**config.mk**
```make
export PLATFORM = sky130hd
export DESIGN_NAME = tpwm_top
export DESIGN_NICKNAME = d
export VERILOG_FILES = /design/src/design/tpwm_pkg.sv /design/src/design/tpwm_top.sv /design/src/design/tpwm_wave.sv /design/src/design/tpwm_pins.sv
export SDC_FILE = /design/constraint.sdc
export NUM_CORES = 1
export LEC_CHECK = 0
export ABC_AREA = 1
export BUFFER_PORTS_ARGS = -buffer_cell sky130_fd_sc_hd__buf_2
export CAP_MARGIN = 10
export CORE_ASPECT_RATIO = 0.9
export CORE_UTILIZATION = 55
export CTS_CLUSTER_SIZE = 28
export DETAILED_ROUTE_END_ITERATION = 8
export PLACE_DENSITY_LB_ADDON = 0.15
export SYNTH_ARGS = -nofsm -noshare
export SYNTH_HDL_FRONTEND = slang
export SYNTH_SLANG_ARGS = --single-unit
export TNS_END_PERCENT = 20
```
**constraint.sdc**
```tcl
create_clock -name pclk -period 1.95 [get_ports pclk]
set_clock_uncertainty 0.1 [all_clocks]
set_input_delay 0.195 -clock pclk [delete_from_list [all_inputs] [get_ports pclk]]
set_output_delay 0.195 -clock pclk [all_outputs]
set_load 0.1 [all_outputs]
```
**src/design/tpwm_pkg.sv**
```systemverilog
/*
  tpwm_pkg: register offsets, field positions, reset values and mode
  encodings for the timer pwm mode logic.
  assumes: apb slave with 32-bit data, one aligned word per register.
*/
package tpwm_pkg;

  localparam int unsigned TPWM_CNT_W = 8;

  // register byte offsets
  localparam logic [7:0] TPWM_CTRL_OFS = 8'h00;
  localparam logic [7:0] TPWM_CNT_OFS = 8'h04;
  localparam logic [7:0] TPWM_CMP_OFS = 8'h08;
  localparam logic [7:0] TPWM_TOP_OFS = 8'h0C;
  localparam logic [7:0] TPWM_STAT_OFS = 8'h10;
  localparam logic [7:0] TPWM_PORT_OFS = 8'h14;

  // control field positions
  localparam int unsigned TPWM_CTRL_COM_LSB = 0;
  localparam int unsigned TPWM_CTRL_PWM_BIT = 2;
  localparam int unsigned TPWM_CTRL_SLOPE_BIT = 3;
  localparam int unsigned TPWM_CTRL_RUN_BIT = 4;
  localparam int unsigned TPWM_CTRL_FORCE_BIT = 5;

  // status field positions
  localparam int unsigned TPWM_STAT_OVF_BIT = 0;
  localparam int unsigned TPWM_STAT_CMF_BIT = 1;
  localparam int unsigned TPWM_STAT_WAVE_BIT = 2;

  // port register fields: value pair then direction pair
  localparam int unsigned TPWM_PORT_VAL_LSB = 0;
  localparam int unsigned TPWM_PORT_DIR_LSB = 2;

  // reset values
  localparam logic [7:0] TPWM_TOP_RST = 8'hFF;
  localparam logic [7:0] TPWM_CMP_RST = 8'h00;
  localparam logic [7:0] TPWM_CNT_RST = 8'h00;

  // compare output mode encodings
  localparam logic [1:0] TPWM_COM_OFF = 2'h0;
  localparam logic [1:0] TPWM_COM_TOG = 2'h1;
  localparam logic [1:0] TPWM_COM_CLR = 2'h2;
  localparam logic [1:0] TPWM_COM_SET = 2'h3;

  // pin drive select
  typedef enum logic [1:0] {
    TPWM_PIN_NONE,
    TPWM_PIN_SECOND,
    TPWM_PIN_BOTH
  } tpwm_pin_e;

endpackage : tpwm_pkg

```
**src/design/tpwm_top.sv**
```systemverilog
/*
  tpwm_top: timer counter with normal and fast pwm modes, apb registers,
  compare output stage and pin pair override.
  assumes: pclk is the timer clock; apb master obeys apb protocol.
*/
// The register addresses and the APB register port were decided locally.
`timescale 1ns/100ps
module tpwm_top
  import tpwm_pkg::*;
#(
  parameter int unsigned CNT_W = TPWM_CNT_W
)(
  input wire logic pclk,
  input wire logic presetn,
  input wire logic psel,
  input wire logic penable,
  input wire logic pwrite,
  input wire logic [7:0] paddr,
  input wire logic [31:0] pwdata,
  output logic [31:0] prdata,
  output logic pready,
  output logic pslverr,
  output logic [1:0] pin_val,
  output logic [1:0] pin_oe
);

  ////////////////////////////////////////////////////////////////////////
  // register state

  logic [1:0] com_q, com_d;
  logic pwm_q, pwm_d;
  logic slope_q, slope_d;
  logic run_q, run_d;
  logic [CNT_W-1:0] cnt_q, cnt_d;
  logic [CNT_W-1:0] cmp_q, cmp_d;
  logic [CNT_W-1:0] cmp_buf_q, cmp_buf_d;
  logic [CNT_W-1:0] top_q, top_d;
  logic [CNT_W-1:0] top_buf_q, top_buf_d;
  logic ovf_q, ovf_d;
  logic cmf_q, cmf_d;
  logic blk_q, blk_d;
  logic force_q, force_d;
  logic [1:0] pval_q, pval_d;
  logic [1:0] pdir_q, pdir_d;
  logic oc_q, oc_d;
  logic [31:0] prdata_q, prdata_d;
  logic pready_q, pready_d;
  logic pslverr_q, pslverr_d;
  logic [1:0] pin_val_q;
  logic [1:0] pin_oe_q;

  logic wave;
  logic match;
  logic at_top;
  logic bottom;
  logic wr_en;
  logic rd_en;
  logic cnt_wr;
  logic mapped;
  logic [1:0] pin_val_c;
  logic [1:0] pin_oe_c;

  function automatic logic is_mapped(input logic [7:0] a);
    is_mapped = (a == TPWM_CTRL_OFS) || (a == TPWM_CNT_OFS) || (a == TPWM_CMP_OFS)
      || (a == TPWM_TOP_OFS) || (a == TPWM_STAT_OFS) || (a == TPWM_PORT_OFS);
  endfunction : is_mapped

  // write lands at the edge where pready is sampled high
  assign wr_en = psel && penable && pwrite && pready_q;
  assign rd_en = psel && penable && !pwrite && !pready_q;
  assign mapped = is_mapped(paddr);
  assign cnt_wr = wr_en && paddr == TPWM_CNT_OFS;

  ////////////////////////////////////////////////////////////////////////
  // counter events

  // run, top and count writes steer count; slope only gates bottom, pwm gates bottom and the compare and top reloads
  assign at_top = (cnt_q == top_q);
  assign match = run_q && !blk_q && (cnt_q == cmp_q);
  assign bottom = run_q && at_top && pwm_q && !slope_q;

  always_comb begin
    cnt_d = cnt_q;
    ovf_d = ovf_q;
    cmf_d = cmf_q;
    cmp_d = cmp_q;
    top_d = top_q;
    blk_d = cnt_wr;
    if (run_q) begin
      if (at_top) begin
        cnt_d = '0;
        ovf_d = 1'b1;
        if (pwm_q) begin
          cmp_d = cmp_buf_q;
          top_d = top_buf_q;
        end
      end else begin
        cnt_d = cnt_q + 1'b1;
      end
    end
    if (match) begin
      cmf_d = 1'b1;
    end
    if (!pwm_q) begin
      cmp_d = cmp_buf_q;
      top_d = top_buf_q;
    end
    if (cnt_wr) begin
      cnt_d = pwdata[CNT_W-1:0];
    end
    // clear by write one, set wins
    if (wr_en && paddr == TPWM_STAT_OFS) begin
      if (pwdata[TPWM_STAT_OVF_BIT] && !(run_q && at_top)) begin
        ovf_d = 1'b0;
      end
      if (pwdata[TPWM_STAT_CMF_BIT] && !match) begin
        cmf_d = 1'b0;
      end
    end
  end

  ////////////////////////////////////////////////////////////////////////
  // apb register writes and reads

  always_comb begin
    com_d = com_q;
    pwm_d = pwm_q;
    slope_d = slope_q;
    run_d = run_q;
    cmp_buf_d = cmp_buf_q;
    top_buf_d = top_buf_q;
    pval_d = pval_q;
    pdir_d = pdir_q;
    force_d = 1'b0;
    prdata_d = prdata_q;
    pready_d = psel && penable && !pready_q;
    pslverr_d = psel && penable && !pready_q && !mapped;
    if (wr_en) begin
      if (paddr == TPWM_CTRL_OFS) begin
        // mode latched, used from the next clock by wave and pins
        com_d = pwdata[TPWM_CTRL_COM_LSB +: 2];
        pwm_d = pwdata[TPWM_CTRL_PWM_BIT];
        slope_d = pwdata[TPWM_CTRL_SLOPE_BIT];
        run_d = pwdata[TPWM_CTRL_RUN_BIT];
        force_d = pwdata[TPWM_CTRL_FORCE_BIT] && !pwdata[TPWM_CTRL_PWM_BIT];
      end else if (paddr == TPWM_CMP_OFS) begin
        cmp_buf_d = pwdata[CNT_W-1:0];
      end else if (paddr == TPWM_TOP_OFS) begin
        top_buf_d = pwdata[CNT_W-1:0];
      end else if (paddr == TPWM_PORT_OFS) begin
        pval_d = pwdata[TPWM_PORT_VAL_LSB +: 2];
        pdir_d = pwdata[TPWM_PORT_DIR_LSB +: 2];
      end
    end
    if (rd_en) begin
      prdata_d = '0;
      if (paddr == TPWM_CTRL_OFS) begin
        prdata_d[TPWM_CTRL_COM_LSB +: 2] = com_q;
        prdata_d[TPWM_CTRL_PWM_BIT] = pwm_q;
        prdata_d[TPWM_CTRL_SLOPE_BIT] = slope_q;
        prdata_d[TPWM_CTRL_RUN_BIT] = run_q;
      end else if (paddr == TPWM_CNT_OFS) begin
        prdata_d[CNT_W-1:0] = cnt_q;
      end else if (paddr == TPWM_CMP_OFS) begin
        prdata_d[CNT_W-1:0] = cmp_buf_q;
      end else if (paddr == TPWM_TOP_OFS) begin
        prdata_d[CNT_W-1:0] = top_buf_q;
      end else if (paddr == TPWM_STAT_OFS) begin
        prdata_d[TPWM_STAT_OVF_BIT] = ovf_q;
        prdata_d[TPWM_STAT_CMF_BIT] = cmf_q;
        prdata_d[TPWM_STAT_WAVE_BIT] = oc_q;
      end else if (paddr == TPWM_PORT_OFS) begin
        prdata_d[TPWM_PORT_VAL_LSB +: 2] = pval_q;
        prdata_d[TPWM_PORT_DIR_LSB +: 2] = pdir_q;
      end
    end
  end

  ////////////////////////////////////////////////////////////////////////
  // waveform, output stage, pins

  tpwm_wave u_wave (
    .pclk(pclk),
    .presetn(presetn),
    .compare_output_mode(com_q),
    .pwm_enable_bit(pwm_q),
    .match(match),
    .bottom(bottom),
    .force_compare_strobe(force_q),
    .waveform_output(wave)
  );

  assign oc_d = wave;

  tpwm_pins u_pins (
    .compare_output_mode(com_q),
    .pwm_enable_bit(pwm_q),
    .cmp_true(oc_q),
    .cmp_inv(~oc_q),
    .port_val(pval_q),
    .port_dir(pdir_q),
    .pin_val(pin_val_c),
    .pin_oe(pin_oe_c)
  );

  always_ff @(posedge pclk or negedge presetn) begin
    if (!presetn) begin
      com_q <= TPWM_COM_OFF;
      pwm_q <= 1'b0;
      slope_q <= 1'b0;
      run_q <= 1'b0;
      cnt_q <= TPWM_CNT_RST;
      cmp_q <= TPWM_CMP_RST;
      cmp_buf_q <= TPWM_CMP_RST;
      top_q <= TPWM_TOP_RST;
      top_buf_q <= TPWM_TOP_RST;
      ovf_q <= 1'b0;
      cmf_q <= 1'b0;
      blk_q <= 1'b0;
      force_q <= 1'b0;
      pval_q <= 2'h0;
      pdir_q <= 2'h0;
      oc_q <= 1'b0;
      prdata_q <= 32'h0;
      pready_q <= 1'b0;
      pslverr_q <= 1'b0;
      pin_val_q <= 2'h0;
      pin_oe_q <= 2'h0;
    end else begin
      com_q <= com_d;
      pwm_q <= pwm_d;
      slope_q <= slope_d;
      run_q <= run_d;
      cnt_q <= cnt_d;
      cmp_q <= cmp_d;
      cmp_buf_q <= cmp_buf_d;
      top_q <= top_d;
      top_buf_q <= top_buf_d;
      ovf_q <= ovf_d;
      cmf_q <= cmf_d;
      blk_q <= blk_d;
      force_q <= force_d;
      pval_q <= pval_d;
      pdir_q <= pdir_d;
      oc_q <= oc_d;
      prdata_q <= prdata_d;
      pready_q <= pready_d;
      pslverr_q <= pslverr_d;
      pin_val_q <= pin_val_c;
      pin_oe_q <= pin_oe_c;
    end
  end

  assign prdata = prdata_q;
  assign pready = pready_q;
  assign pslverr = pslverr_q;
  assign pin_val = pin_val_q;
  assign pin_oe = pin_oe_q;
endmodule : tpwm_top

```
**src/design/tpwm_wave.sv**
```systemverilog
/*
  tpwm_wave: waveform output from compare mode, counter events and force.
  assumes: match and bottom pulses come from the counter in the same clock.
*/
`timescale 1ns/100ps
module tpwm_wave
  import tpwm_pkg::*;
(
  input wire logic pclk,
  input wire logic presetn,
  input wire logic [1:0] compare_output_mode,
  input wire logic pwm_enable_bit,
  input wire logic match,
  input wire logic bottom,
  input wire logic force_compare_strobe,
  output logic waveform_output
);

  logic wave_q;
  logic wave_d;

  function automatic logic nonpwm_act(input logic [1:0] mode, input logic cur);
    case (mode)
      TPWM_COM_TOG: nonpwm_act = ~cur;
      TPWM_COM_CLR: nonpwm_act = 1'b0;
      TPWM_COM_SET: nonpwm_act = 1'b1;
      default: nonpwm_act = cur;
    endcase
  endfunction : nonpwm_act

  always_comb begin
    wave_d = wave_q;
    if (!pwm_enable_bit) begin
      if (match || force_compare_strobe) begin
        wave_d = nonpwm_act(compare_output_mode, wave_q);
      end
    end else begin
      if (compare_output_mode == TPWM_COM_SET) begin
        if (match) begin
          wave_d = 1'b1;
        end else if (bottom) begin
          wave_d = 1'b0;
        end
      end else if (compare_output_mode != TPWM_COM_OFF) begin
        if (match) begin
          wave_d = 1'b0;
        end else if (bottom) begin
          wave_d = 1'b1;
        end
      end
    end
  end

  always_ff @(posedge pclk or negedge presetn) begin
    if (!presetn) begin
      wave_q <= 1'b0;
    end else begin
      wave_q <= wave_d;
    end
  end

  assign waveform_output = wave_q;

endmodule : tpwm_wave

```
**src/design/tpwm_pins.sv**
```systemverilog
/*
  tpwm_pins: pin pair source select between compare outputs and port.
  assumes: compare outputs already delayed one clock behind the waveform.
*/
`timescale 1ns/100ps
module tpwm_pins
  import tpwm_pkg::*;
(
  input wire logic [1:0] compare_output_mode,
  input wire logic pwm_enable_bit,
  input wire logic cmp_true,
  input wire logic cmp_inv,
  input wire logic [1:0] port_val,
  input wire logic [1:0] port_dir,
  output logic [1:0] pin_val,
  output logic [1:0] pin_oe
);

  tpwm_pin_e sel;

  always_comb begin
    if (compare_output_mode == TPWM_COM_OFF) begin
      sel = TPWM_PIN_NONE;
    end else if (pwm_enable_bit && compare_output_mode == TPWM_COM_TOG) begin
      sel = TPWM_PIN_BOTH;
    end else begin
      sel = TPWM_PIN_SECOND;
    end
    pin_val = port_val;
    if (sel != TPWM_PIN_NONE && (&port_dir)) begin
      pin_val[1] = cmp_true;
      if (sel == TPWM_PIN_BOTH) begin
        pin_val[0] = cmp_inv;
      end
    end
    pin_oe = port_dir;
  end

endmodule : tpwm_pins

```
## Word level (Yosys, flattened, before mapping)

Cells that the tools add are included.

| word-level totals | value |
|---|---|
| flip-flop bits (word level) | 69 |
| input bits | 45 |
| output and inout port bits | 38 |
| word-level logic and storage cells | 131 |

| operators by class | value |
|---|---|
| add/subtract/negate cells | 1 |
| equality and inequality tests | 16 |
| mux-type cells | 40 |
| bitwise operators | 5 |
| reduce and logical (&&, ||, !) cells | 47 |

Operators with widths:

| cell | number |
|---|---|
| 2-to-1 mux 8 bit | 11 |
| logical AND 1 bit | 19 |
| 2-to-1 mux 1 bit | 19 |
| equality test 8 x 4 -> 1 bit, second input constant | 2 |
| equality test 8 x 5 -> 1 bit, second input constant | 2 |
| equality test 8 bit | 2 |
| 2-to-1 mux 4 bit | 3 |
| AND reduction 5 bit | 2 |
| adder 8 x 1 -> 8 bit, second input constant | 1 |
| equality test 8 x 3 -> 1 bit, second input constant | 1 |
| logical NOT 1 bit | 8 |
| logical NOT 8 bit | 1 |
| != test 4 bit, second input constant | 2 |
| nonzero test 2 bit | 4 |
| equality test 2 bit, second input constant | 3 |
| logical OR 1 bit | 6 |
| 2-to-1 mux 2 bit | 3 |
| 2-to-1 mux 3 bit | 2 |
| AND reduction 2 bit | 3 |
| 2-to-1 mux 5 bit | 1 |
| NOT 1 bit | 5 |
| != test 2 x 1 -> 1 bit, second input constant | 2 |
| AND reduction 4 bit | 1 |
| nonzero test 4 bit | 1 |
| 5 further kinds | 5 |

## Longest topological paths before layout

Gate-level depths: netlist (run 1).

| depth | value |
|---|---|
| depth in word-level cells | 9 |
| gate-level depth with buffers | 12 |
| gate-level depth less buffers | 12 |

## Hierarchy

Synthesis (run 1) repeated with hierarchy kept, for this count alone.

| second synthesis, totals | value |
|---|---|
| cells, all modules | 499 |
| area total of the unflattened synthesis | 3937.5 um^2 |

By module, submodules not included:

| module | times used | cells each | area each (um^2) | seq. area each (um^2) |
|---|---|---|---|---|
| tpwm_top | 1 | 452 | 3669.8 | 1721.7 |
| tpwm_wave | 1 | 30 | 182.7 | 25.0 |
| tpwm_pins | 1 | 17 | 85.1 | 0.0 |

## Worst setup path after synthesis (run 1)

OpenSTA, ideal clock, no wires.

| path | value |
|---|---|
| path type | register -> register |
| start point | reg pready_q, in the netlist pready |
| end point | reg pval_q[0] |
| setup time | 118 ps |
| arrival | 1937 ps |
| required time | 1732 ps |
| slack | -206 ps |
| stages on the path, launching flop included | 7 |
| path buffers | 0 |
| clock period less this slack | 2156 ps |
| path through | dfrtp_1 -> inv_1 -> nor3_2 -> o21ai_1 -> nor2_4 -> mux2i_1 -> inv_1 |

| on the way | value |
|---|---|
| cells in the longest elaborated chain, start to end | 2 |

RTL lines:

| what | RTL line | source |
|---|---|---|
| start: declaration | tpwm_top.sv:47 | `logic pready_q, pready_d;` |
| start signal: assignment | tpwm_top.sv:247 | `pready_q <= pready_d;` |
| logical AND 1 bit | tpwm_top.sv:69 | `assign wr_en = psel && penable && pwrite && pready_q;` |
| AND reduction 5 bit (no source line) | - |  |
| end signal: assignment | tpwm_top.sv:243 | `pval_q <= pval_d;` |
| end: declaration | tpwm_top.sv:43 | `logic [1:0] pval_q, pval_d;` |

No other way between the ends.
A chain may end at the register's enable or synchronous reset.

## Worst setup path in the final report (run 1)

| path | value |
|---|---|
| start point | reg top_q[1] |
| end point | reg cnt_q[0] |

| on the way | value |
|---|---|
| cells in the longest elaborated chain, start to end | 4 |

RTL lines:

| what | RTL line | source |
|---|---|---|
| start: declaration | tpwm_top.sv:37 | `logic [CNT_W-1:0] top_q, top_d;` |
| start signal: assignment | tpwm_top.sv:237 | `top_q <= top_d;` |
| equality test 8 bit | tpwm_top.sv:78 | `assign at_top = (cnt_q == top_q);` |
| 2-to-1 mux 8 bit | tpwm_top.sv:90 | `if (at_top) begin` |
| 2-to-1 mux 8 bit | tpwm_top.sv:89 | `if (run_q) begin` |
| 2-to-1 mux 8 bit | tpwm_top.sv:108 | `if (cnt_wr) begin` |
| end signal: assignment | tpwm_top.sv:234 | `cnt_q <= cnt_d;` |
| end: declaration | tpwm_top.sv:34 | `logic [CNT_W-1:0] cnt_q, cnt_d;` |

No other way between the ends. The select of a mux whose other input is x is not followed.

==> results of run 1 <==
-- synthesized netlist by cell type (all sizes together) (3+ instances only) --
cell,n,area share (%)
a21oi,16,2.4
buf,33,6.0
dfrtp,53,35
dfstp,16,11
inv,70,7.0
nand2,135,14
nand3,25,3.7
nand4,7,1.2
nor2,47,5.6
nor3,6,0.93
nor4,3,0.83
o21ai,46,6.1
o21bai,3,0.60
o221ai,3,0.70
o22ai,4,0.66
xnor2,8,1.9
xor2,3,0.70
-- cell families (layout without fill, tap and decap cells) --
family	after synthesis	count (layout)	share of synthesized area, %
XOR/XNOR	11	11	2.559
buffers and inverters	105	144	13.23
AO/OA/AOI/OAI	75	76	11.17
AND/OR/NAND/NOR	224	224	25.96
flip-flops	69	69	46.39
adder cells (fa/ha/maj)	1	1	0.3323
other	1	24	0.09961
multiplexers	1	1	0.2659
-- routing by layer --
layer / wire (um) / GRT usage [%] / part of all wire (%)
met5: 0 / 0 / 0
met1: 4169 / 38.63 / 46
met3: 470 / 4.111 / 5.2
met4: 187 / 11.90 / 2.1
met2: 4183 / 43.97 / 46
-- final timing paths --
kind,endpoint,slack [ns],cells after the start
setup / recovery,cnt_q[0],0.10,11
hold / removal,force_q,0.009,2
setup reg to reg,cnt_q[0],0.10,11
hold reg to reg,oc_q,0.31,0
max in group asynchronous,top_q[0],0.86,3
min in group asynchronous,oc_q,0.28,2
-- power groups by stage --
| stage | Sequential (mW) | Combinational [mW] | Clock, mW |
|---|---|---|---|
| final | 1.45 | 0.398 | 1.71 |
| after global routing | 1.45 | 0.425 | 1.78 |
| after CTS | 1.45 | 0.400 | 1.72 |
| after detailed placement | 1.48 | 0.391 | 0 |
| after global placement | 1.48 | 0.387 | 0 |
| after floorplan | 1.51 | 0.299 | 0 |
-- layout make-up --
| cell class | instances | area share [%] |
|---|---|---|
| tap | 90 | 2.545 |
| sequential | 69 | 39.50 |
| timing repair buffer | 57 | 8.595 |
| multi-input combinational | 337 | 36.67 |
| clock buffer | 10 | 3.110 |
| clock inverter | 6 | 3.562 |
| inverter | 71 | 6.022 |
-- worst max-delay path, delay by kind of cell (launching register included) --
family                 cells  cell delay [ns]
and+or+nand+nor            7             0.69
DFF                        1             0.53
buffers and inverters      3             0.23
AOI/OAI and AO/OA          1             0.20
-- flip-flops by register name, summed over array words and instances (netlist names), 2 cells and up --
signal and flops:
cmp_buf_q 8, top_buf_q 8, pval_q 2, pin_val 2
pin_oe 2, cnt_q 8, cmp_q 8, com_q 2
pdir_q 2, prdata 8, top_q 8
-- timing repair --
item	in CTS	in global routing
resized for setup	1	0
pin swaps	1	1
endpoints found under the hold margin	24	0
cloned	1	0
endpoints found under the setup margin	16	3
hold buffers	5	0
==> impl_summary.md, run 1 <==
Placed design
The placed cell area is 4064 sq um. Timing analysis after detailed placement gives a worst setup slack of -0.04933 ns. The count of input and output buffers is 34. The congestion estimate from routability-driven global placement came to 0.9231. Summed over all nets, the half-perimeter wirelength after detailed placement is 6815 um.

Once placement completed, the tool counted placed cells totaling 618.

Detailed routing
In the final routed layout, each cell accounts on average for 14.08 um. In the routed design, unresolved DRC markers number 0. Across all layers, the routed design uses 3233 vias. The first detailed-routing pass ran for 4 iterations. The remaining antenna violation count after routing is 0. The final layout contains routed wiring with a total length of 9010 um. The via-per-instance ratio is 5.052. In this run, the number of DRC markers left after iteration 0 of detailed routing was 287.

Status
The run finished with clean final reports.

Power and ir drop
The switching power is 0.9083 mW. Internal power comes to 2.648 mW. In this run the power density over the cells is 803.6 nW/um^2. Across the VDD grid, the largest voltage drop is 0.0006231 V. The logic gate share of total power is 11.2%.

Total power for the finished layout comes to 3.556 mW. The analysis attributes to cell leakage a power of 2.101 nW. The sequential share of power is 40.8%. The clock network is responsible for 48.0% of the overall power. The fraction of power spent switching nets is 25.54%.

Worst hold path
The path class of the tightest hold or removal check is in2reg. The critical hold path startpoint is pwdata[2].

Synth
The gate count of the mapped netlist is 487. The Yosys warning count is 0. Counting flops and latches in the post-synthesis netlist gives 69. The cell area after technology mapping is 3765 sq um. The number of distinct library cell variants in the gate-level netlist after synthesis is 36. The mean post-synth cell area is 7.731 sq um. The number of enable flip-flop cells after synthesis is 0. The commonest register cell after synthesis is sky130_fd_sc_hd__dfrtp_1. Of all flip-flops after synthesis, the portion carrying an async set or reset was 100.0%.

Sequential cells were found to cover 46.39% of the synthesized design area.

Cells and area
Compared with the post-synthesis result, the final layout area differs by 17.55%. In the final layout, flip-flops and latches occupy 1748 sq um. The top cell types in the final layout, fill and taps aside, are sky130_fd_sc_hd__nand2_1 (133), sky130_fd_sc_hd__inv_1 (57), sky130_fd_sc_hd__dfrtp_1 (52). The most frequent standard cell in the layout excluding fill and tap cells is sky130_fd_sc_hd__nand2_1. The layout filler cell count is 583.

The area of all placed cells without fillers is 4425 sq um. Cells with a size suffix above 1 make up 20.73% of the layout. The count of cells in the finished layout, fillers not included, comes to 640. The number of nets in the layout is 591. The number of antenna diodes in the final layout is 0.

Summing all multi-input logic gate instances after layout gives 1623 sq um. The share of the core filled with cells is 67.19%.

STA
The highest achievable clock rate is 541.0 MHz. The final setup slack of the worst path is 0.1017 ns. Adding up every negative setup slack in the final design gives 0 ns. The post-layout minimum cycle time is 1.848 ns. Setup repair after global routing could not meet its margin everywhere. For the pin with the worst max-slew slack, the measured transition is 0.5804 ns. The share of the clock period used by the worst path is 94.78%. Setup violations remaining at the end of the flow were counted as 0. Measured against its own limit, the worst slew margin works out to 61.31%. On the final layout, the worst hold slack is 0.009307 ns. The total count of max-transition violations in the final report is 0. The final count of hold timing violations is 0.

Global routing
The number of global-route vias before repair is 2994. The initial antenna violation count is 0. The first global-routing pass estimated 14630 um of wire. Summed over all layers, the global routing overflow is 0.

The largest net degree at the start of global routing is 25. Global routing consumed, over all layers together, 28.02% of the routing resources.

Worst setup path
The largest fanout on the critical path is 4. STA classifies the critical path endpoint as a flip-flop. Data on the critical path is required at its endpoint by 2.11 ns.

The most frequent cell on the critical path is sky130_fd_sc_hd__nand2_1. The startpoint class of the critical path is a flip-flop. The startpoint of the worst setup timing path is top_q[1].

The critical path is of the reg2reg type. At the worst endpoint, the arrival time is 2.01 ns. In this run the critical register-to-register path is launched from top_q[1]. Walking the worst path, the cells encountered are inv_1 -> nand2_1 -> nand2_1 -> nand2_1 -> inv_2 -> nand2_1 -> nor2_4 -> buf_4 -> nor2_1 -> nand2_1 -> o21bai_1. The longest individual stage delay on the worst path is 0.53 ns. The slowest cell on the critical path is sky130_fd_sc_hd__dfstp_2.

Die
The effective utilization at floorplan is 57.16%. The region available for standard cell placement spans 6586 sq um. The cell row count is 28. The vertical die dimension is 80.49 um. The total I/O pin count is 83. The die is 89.21 um wide. The die covers 7181 sq um.

Clock tree
TritonCTS created 9 clock buffers. The number of setup buffers added after CTS is 0. Counting along the longest clock path gives a buffer depth of 2. The clock sink count is 69. The clock tree synthesis step divided the H-tree into 3 levels. The clock latency on the worst-skew pair is 0.35 ns.

The TritonCTS clock tree is built. The cell sitting at the root of the clock tree is a sky130_fd_sc_hd__clkbuf_8. The CTS clock-pin slew for the worst setup and hold paths is 0.08 ns.

Flow run
The max-capacitance violation count is 0.
No activity file was read; power rests on OpenSTA's default activity.
==> run 2: changes to the inputs <==
--- a/config.mk
+++ b/config.mk
@@ -8,7 +8,6 @@
 export ABC_AREA = 1
 export BUFFER_PORTS_ARGS = -buffer_cell sky130_fd_sc_hd__buf_2
 export CAP_MARGIN = 10
-export CORE_ASPECT_RATIO = 0.9
 export CORE_UTILIZATION = 55
 export CTS_CLUSTER_SIZE = 28
 export DETAILED_ROUTE_END_ITERATION = 8
==> impl_summary.md, run 2 (synthesis results as in run 1) <==
STA
The total count of max-transition violations in the final report is 0 (unchanged). The final-layout setup total negative slack is 0 ns (unchanged). The worst hold slack across all endpoints is 0.01278 ns (was 0.009307 ns).

The final count of hold timing violations is 0 (unchanged). Unrepaired setup endpoints after global routing: no (was yes). The total setup violations reported at the end of the flow came to 0 (unchanged). The post-layout minimum cycle time is 1.780 ns (was 1.848 ns).

The highest achievable clock rate is 561.8 MHz (was 541.0 MHz). The share of the clock period used by the worst path is 91.28% (was 94.78%).

Die
The effective utilization at floorplan came to 57.97% (was 57.16%). The core box area came to 6495 sq um (was 6586 sq um). The total I/O pin count was 83 (unchanged).

The vertical die dimension is 84.74 um (was 80.49 um). The chip width came to 84.74 um (was 89.21 um). The area enclosed by the die boundary is 7180 sq um (was 7181 sq um). The cell row count is 29 (was 28).

Flow run
The max-capacitance violation count came to 0 (unchanged).

Power and ir drop
The power density over the cells is 703.9 nW/um^2 (was 803.6 nW/um^2). The worst IR drop on VDD was 0.0004335 V (was 0.0006231 V). The reported leakage power is 2.037 nW (was 2.101 nW).

Clock tree
The clock sink count is 69 (unchanged). The clock latency on the worst-skew pair is 0.35 ns (about the same). The number of buffers on the longest clock path is 2 (unchanged). The cell chosen for the clock root is sky130_fd_sc_hd__clkbuf_8 (unchanged). The CTS clock-pin slew for the worst setup and hold paths is 0.08 ns (about the same). The number of buffers created by CTS came to 9 (unchanged).

The TritonCTS clock tree is built (unchanged). The number of levels the H-tree was split into is 3 (unchanged).

Worst setup path
The startpoint class of the critical path is a flip-flop (unchanged). The largest fanout on the critical path was 16 (was 4). The slowest cell on the critical path is sky130_fd_sc_hd__dfstp_2 (unchanged). The most frequent cell on the critical path is sky130_fd_sc_hd__nand2_1 (unchanged). Series of cell instances along the critical path: inv_1 -> nand2_1 -> nand2_1 -> nand2_1 -> inv_2 -> nand2_1 -> nor2_4 -> a21oi_4 -> nor2_1 -> a21oi_1 (was inv_1 -> nand2_1 -> nand2_1 -> nand2_1 -> inv_2 -> nand2_1 -> nor2_4 -> buf_4 -> nor2_1 -> nand2_1 -> o21bai_1).

The sort of element at the end of the critical path was a flip-flop (unchanged). The start-to-end type of the worst setup path is reg2reg (unchanged). The longest individual stage delay on the worst path is 0.53 ns (about the same). The arrival time reported for the critical path endpoint came to 1.95 ns (was 2.01 ns).

The worst endpoint required time is 2.12 ns (was 2.11 ns).

Cells and area
The layout-stage area growth over the synthesis result came to 14.12% (was 17.55%). The number of diodes was 0 (unchanged). The layout filler cell count is 555 (was 583). The most frequent standard cell in the layout excluding fill and tap cells is sky130_fd_sc_hd__nand2_1 (unchanged). The multi-input logic area is 1630 sq um (was 1623 sq um). Most frequent cells in the layout: sky130_fd_sc_hd__nand2_1 (133), sky130_fd_sc_hd__inv_1 (57), sky130_fd_sc_hd__dfrtp_1 (52) (unchanged). The number of nets in the layout is 589 (was 591). The flip-flop and latch area is 1748 sq um (unchanged). The share of post-route cells with drive strength above 1 is 20.62% (was 20.73%).

Placed design
The estimated wirelength of the detail-placed design was 6759 um (was 6815 um). The routability congestion estimate was 0.8599 (was 0.9231). The count of input and output buffers is 34 (unchanged).

Global routing
The number of global-route vias before repair came to 3155 (was 2994). The total congestion overflow is 0 (unchanged). The largest net degree at the start of global routing is 41 (was 25). The wire length of the first global-routing pass is 15250 um (was 14630 um).

The global router's overall resource usage is 27.78% (was 28.02%). The initial antenna violation count is 0 (unchanged).

Detailed routing
The remaining antenna violation count after routing came to 0 (unchanged). The post-detailed-route wirelength per cell is 14.38 um (was 14.08 um). The number of DRC violations after detailed routing came to 0 (unchanged). The total number of vias is 3246 (was 3233). The via-per-instance ratio is 5.194 (was 5.052). The wire length reported by the detailed router is 8985 um (was 9010 um).

The number of DRC violations after detailed-routing iteration 0 is 288 (was 287). The iteration count of the initial detailed-routing pass is 8 (was 4).

Status
Result of the run: finished clean (unchanged).

Worst hold path
The worst hold path class is in2reg (unchanged).
## run 2: power breakdown
part | switching (mW) | leakage, nW | internal [mW]
clock network | 0.564 | 0.0943 | 0.620
logic | 0.332 | 1.10 | 0.0542
registers | 0.00979 | 0.845 | 1.44
## run 2: what timing repair did
action,CTS,global route
buffers inserted,0,0
pin swaps,1,2
gates resized for setup,0,4
endpoints found under the hold margin,50,0
hold buffers,6,0
endpoints found under the setup margin,16,13
gates cloned,1,0
## run 2: worst max-delay path, delay by kind of cell (launching register included)
family	cells	cell delay, ns
buffers and inverters	2	0.09
AND/OR/NAND/NOR	6	0.47
AO/OA/AOI/OAI	2	0.51
flip-flops	1	0.53
## run 2: layout make-up
type / instances / area share [%]
Sequential cell: 69 / 40.68
Multi-Input combinational cell: 337 / 37.94
Timing Repair Buffer: 55 / 8.270
Inverter: 71 / 6.203
Clock buffer: 10 / 3.203
Tap cell: 77 / 2.242
Clock inverter: 6 / 1.456
## run 2: per-stage QoR
step / cells / instance area (sq um) / utilization, % / setup slack [ns] / power [mW]
floorplan: 510 / 3852 / - / 0.07747 / 1.808
global placement: 602 / 4013 / 61.78 / 0.007956 / 1.854
detailed placement: 602 / 4013 / 61.78 / -0.04057 / 1.858
CTS: 625 / 4282 / 65.92 / 0.008619 / 3.047
global route: 625 / 4297 / 66.15 / 0.001454 / 3.126
finish: 625 / 4297 / 66.15 / 0.1700 / 3.024
## run 2: routing by layer
metal	wire [um]	GRT usage (%)	part of all wire, %	vias to the layer above
met4	175	11.56	1.9	0
met1	4133	37.68	46	1514
met2	4258	45.60	47	116
li1	-	-	-	1602
met5	0	0	0	-
met3	418	3.245	4.7	14
## run 2: path summary, 6_finish.rpt
path                                        start       end  slack (ns)  depth (start not counted)
min in group asynchronous                 presetn  cmp_q[7]        0.18                          2
max                                      top_q[4]  cmp_q[1]        0.17                         10
max reg2reg                              top_q[4]  cmp_q[1]        0.17                         10
min                                     pwdata[2]   force_q        0.01                          2
min reg2reg                u_wave.waveform_output      oc_q        0.31                          0
max in group asynchronous                 presetn  top_q[2]        0.96                          3
==> run 3: changes to the inputs <==
--- a/config.mk
+++ b/config.mk
@@ -6,7 +6,7 @@
 export NUM_CORES = 1
 export LEC_CHECK = 0
 export ABC_AREA = 1
-export BUFFER_PORTS_ARGS = -buffer_cell sky130_fd_sc_hd__buf_2
+export BUFFER_PORTS_ARGS = -buffer_cell sky130_fd_sc_hd__buf_4
 export CAP_MARGIN = 10
 export CORE_UTILIZATION = 55
 export CTS_CLUSTER_SIZE = 28
==> impl_summary.md, run 3 (synthesis results as in run 1) <==
Cells and area
The most frequent standard cell in the layout excluding fill and tap cells is sky130_fd_sc_hd__nand2_1 (unchanged). The multi-input logic area was 1623 sq um (was 1630 sq um). The share of the core filled with cells came to 67.31% (was 66.15%). The share of post-route cells with drive strength above 1 is 20.00% (was 20.62%).

The layout-stage area growth over the synthesis result is 16.12% (was 14.12%). The layout filler cell count is 564 (was 555). The count of non-filler cells in the finished layout is 627 (was 625).

The flip-flop and latch area is 1748 sq um (unchanged). The number of diodes is 0 (unchanged). Most frequent cells in the layout: sky130_fd_sc_hd__nand2_1 (133), sky130_fd_sc_hd__inv_1 (57), sky130_fd_sc_hd__dfrtp_1 (52) (unchanged). The number of nets in the layout is 591 (was 589).

Die
The effective utilization at floorplan is 57.97% (unchanged). The area enclosed by the die boundary is 7180 sq um (unchanged). The total I/O pin count is 83 (unchanged). The cell row count is 29 (unchanged). The core box area is 6495 sq um (unchanged).

The chip width is 84.74 um (unchanged). The vertical die dimension is 84.74 um (unchanged).

Worst setup path
The sort of element at the end of the critical path is a flip-flop (unchanged). The most frequent cell on the critical path was sky130_fd_sc_hd__nand2_1 (unchanged). The slack of the worst reg-to-reg path is 0.13 ns (was 0.17 ns). The longest individual stage delay on the worst path was 0.47 ns (was 0.53 ns). The worst reg2reg path startpoint is cnt_q[0] (was top_q[4]). The largest fanout on the critical path came to 6 (was 16). The slowest cell on the critical path is sky130_fd_sc_hd__dfrtp_1 (was sky130_fd_sc_hd__dfstp_2). Series of cell instances along the critical path: inv_1 -> nand2_1 -> nand2_1 -> nor2_1 -> nand3_1 -> o21ai_1 -> nand2_1 -> nand2_1 -> inv_1 -> nand2_1 -> nand2_1 (was inv_1 -> nand2_1 -> nand2_1 -> nand2_1 -> inv_2 -> nand2_1 -> nor2_4 -> a21oi_4 -> nor2_1 -> a21oi_1). The startpoint of the worst setup timing path is cnt_q[0] (was top_q[4]). The startpoint class of the critical path is a flip-flop (unchanged). The worst endpoint required time is 2.08 ns (was 2.12 ns). The capture instance of the worst register-to-register path is u_wave.waveform_output (was cmp_q[1]).

The start-to-end type of the worst setup path is reg2reg (unchanged). The end point of the critical path is u_wave.waveform_output (was cmp_q[1]). The arrival time reported for the critical path endpoint is 1.95 ns (about the same). The cell count of the worst reg-to-reg path was 11 (was 10).

Status
The final reports fail on DRC. Result of the run: finished, violations left (was finished clean).

Power and ir drop
The worst IR drop on VDD is 0.0006174 V (was 0.0004335 V). The reported leakage power is 2.065 nW (was 2.037 nW). The power density over the cells came to 686.8 nW/um^2 (was 703.9 nW/um^2).

Clock tree
The TritonCTS clock tree is built (unchanged). The cell chosen for the clock root is sky130_fd_sc_hd__clkbuf_8 (unchanged). The number of levels the H-tree was split into was 3 (unchanged). The CTS clock-pin slew for the worst setup and hold paths was 0.07 ns (was 0.08 ns). The number of buffers created by CTS is 9 (unchanged). The number of buffers on the longest clock path is 2 (unchanged). The clock sink count is 69 (unchanged).

The clock latency on the worst-skew pair came to 0.35 ns (about the same).

Placed design
The routability congestion estimate is 0.8663 (was 0.8599). The cell count after placement is 603 (was 602). The estimated wirelength of the detail-placed design is 6856 um (was 6759 um).

The count of input and output buffers is 34 (unchanged). The setup slack at placement was -0.01933 ns (was -0.04057 ns).

Global routing
The number of global-route vias before repair is 3155 (unchanged). The wire length of the first global-routing pass is 15310 um (was 15250 um). The met3 track demand over resource in global routing is 5.801% (was 3.245%). The total congestion overflow came to 0 (unchanged). The initial antenna violation count is 0 (unchanged). The global routing usage on met2 is 43.90% (was 45.60%). The met1 demand-to-capacity share in global routing is 38.15% (was 37.68%).

The global router's overall resource usage is 27.87% (was 27.78%). The routing layer with the top usage in global route is met2 (unchanged). The largest net degree at the start of global routing is 34 (was 41).

Detailed routing
The number of DRC violations after detailed-routing iteration 0 is 331 (was 288). The total number of vias came to 3260 (was 3246). The number of DRC violations after detailed routing came to 2 (was 0). The post-detailed-route wirelength per cell is 14.33 um (was 14.38 um). The via-per-instance ratio is 5.199 (was 5.194). The iteration count of the initial detailed-routing pass is 9 (was 8). The remaining antenna violation count after routing is 0 (unchanged). The wire length reported by the detailed router came to 8984 um (was 8985 um).

STA
Unrepaired setup endpoints after global routing: no (unchanged). The post-layout minimum cycle time is 1.818 ns (was 1.780 ns). The highest achievable clock rate is 550.0 MHz (was 561.8 MHz).

The final setup slack of the worst path is 0.1317 ns (was 0.1700 ns). The share of the clock period used by the worst path came to 93.25% (was 91.28%). The worst hold slack across all endpoints is 0.02947 ns (was 0.01278 ns). The total count of max-transition violations in the final report came to 0 (unchanged). The final-layout setup total negative slack is 0 ns (unchanged). The total setup violations reported at the end of the flow is 0 (unchanged).

The final count of hold timing violations is 0 (unchanged).

Worst hold path
The worst hold path class is in2reg (unchanged).

Flow run
The max-capacitance violation count is 0 (unchanged).
[run 3: how the worst min path moves through the flow]
stage                   start            to  slack (ns)  depth (start not counted)
CTS                 pwdata[6]  top_buf_q[6]        0.03                          3
floorplan             presetn         blk_q       -0.20                          0
global route        pwdata[6]  top_buf_q[6]        0.03                          3
finish              pwdata[6]  top_buf_q[6]        0.03                          3
global placement      presetn  cmp_buf_q[0]        0.07                          1
detailed placement    presetn  cmp_buf_q[0]        0.07                          1
[run 3: power breakdown]
| group | total [mW] | switching [mW] | internal (mW) |
|---|---|---|---|
| Sequential | 1.46 | 0.0105 | 1.44 |
| Combinational | 0.402 | 0.334 | 0.0680 |
| Clock | 1.15 | 0.524 | 0.622 |
[run 3: final cells by class]
cell class,instances,area share [%]
well taps,77,2.204
clock inverters,4,1.088
multi-input cells,337,37.12
repair buffers,57,10.19
clock buffers,12,3.320
inverters,71,6.096
flip-flops and latches,69,39.98
[run 3: worst max-delay path, delay by kind of cell, from the launching register on]
family                 cells  cell delay (ns)
DFF                        1             0.47
buffers and inverters      2             0.18
and+or+nand+nor            8             0.68
AOI/OAI and AO/OA          1             0.27
[run 3: stage by stage]
step,instance area [sq um],total power [mW]
final,4372,3.003
after global routing,4372,3.096
after CTS,4364,3.019
after detailed placement,4093,1.871
after global placement,4093,1.866
after floorplan,3852,1.808
[run 3: routing by layer]
layer  part of all wire [%]  up-vias
li1                       -     1612
met1                     47     1526
met2                     46      103
met3                    4.5       19
met4                    2.4        0
met5                      0        -
[run 3: what timing repair did]
action                                 4_1_cts  5_1_grt
gates resized for setup                      0        2
setup endpoints to repair                   13       12
setup buffers                                0        0
hold buffers                                 7        0
gates cloned                                 1        0
pin swaps                                    1        1
endpoints found under the hold margin       32        0
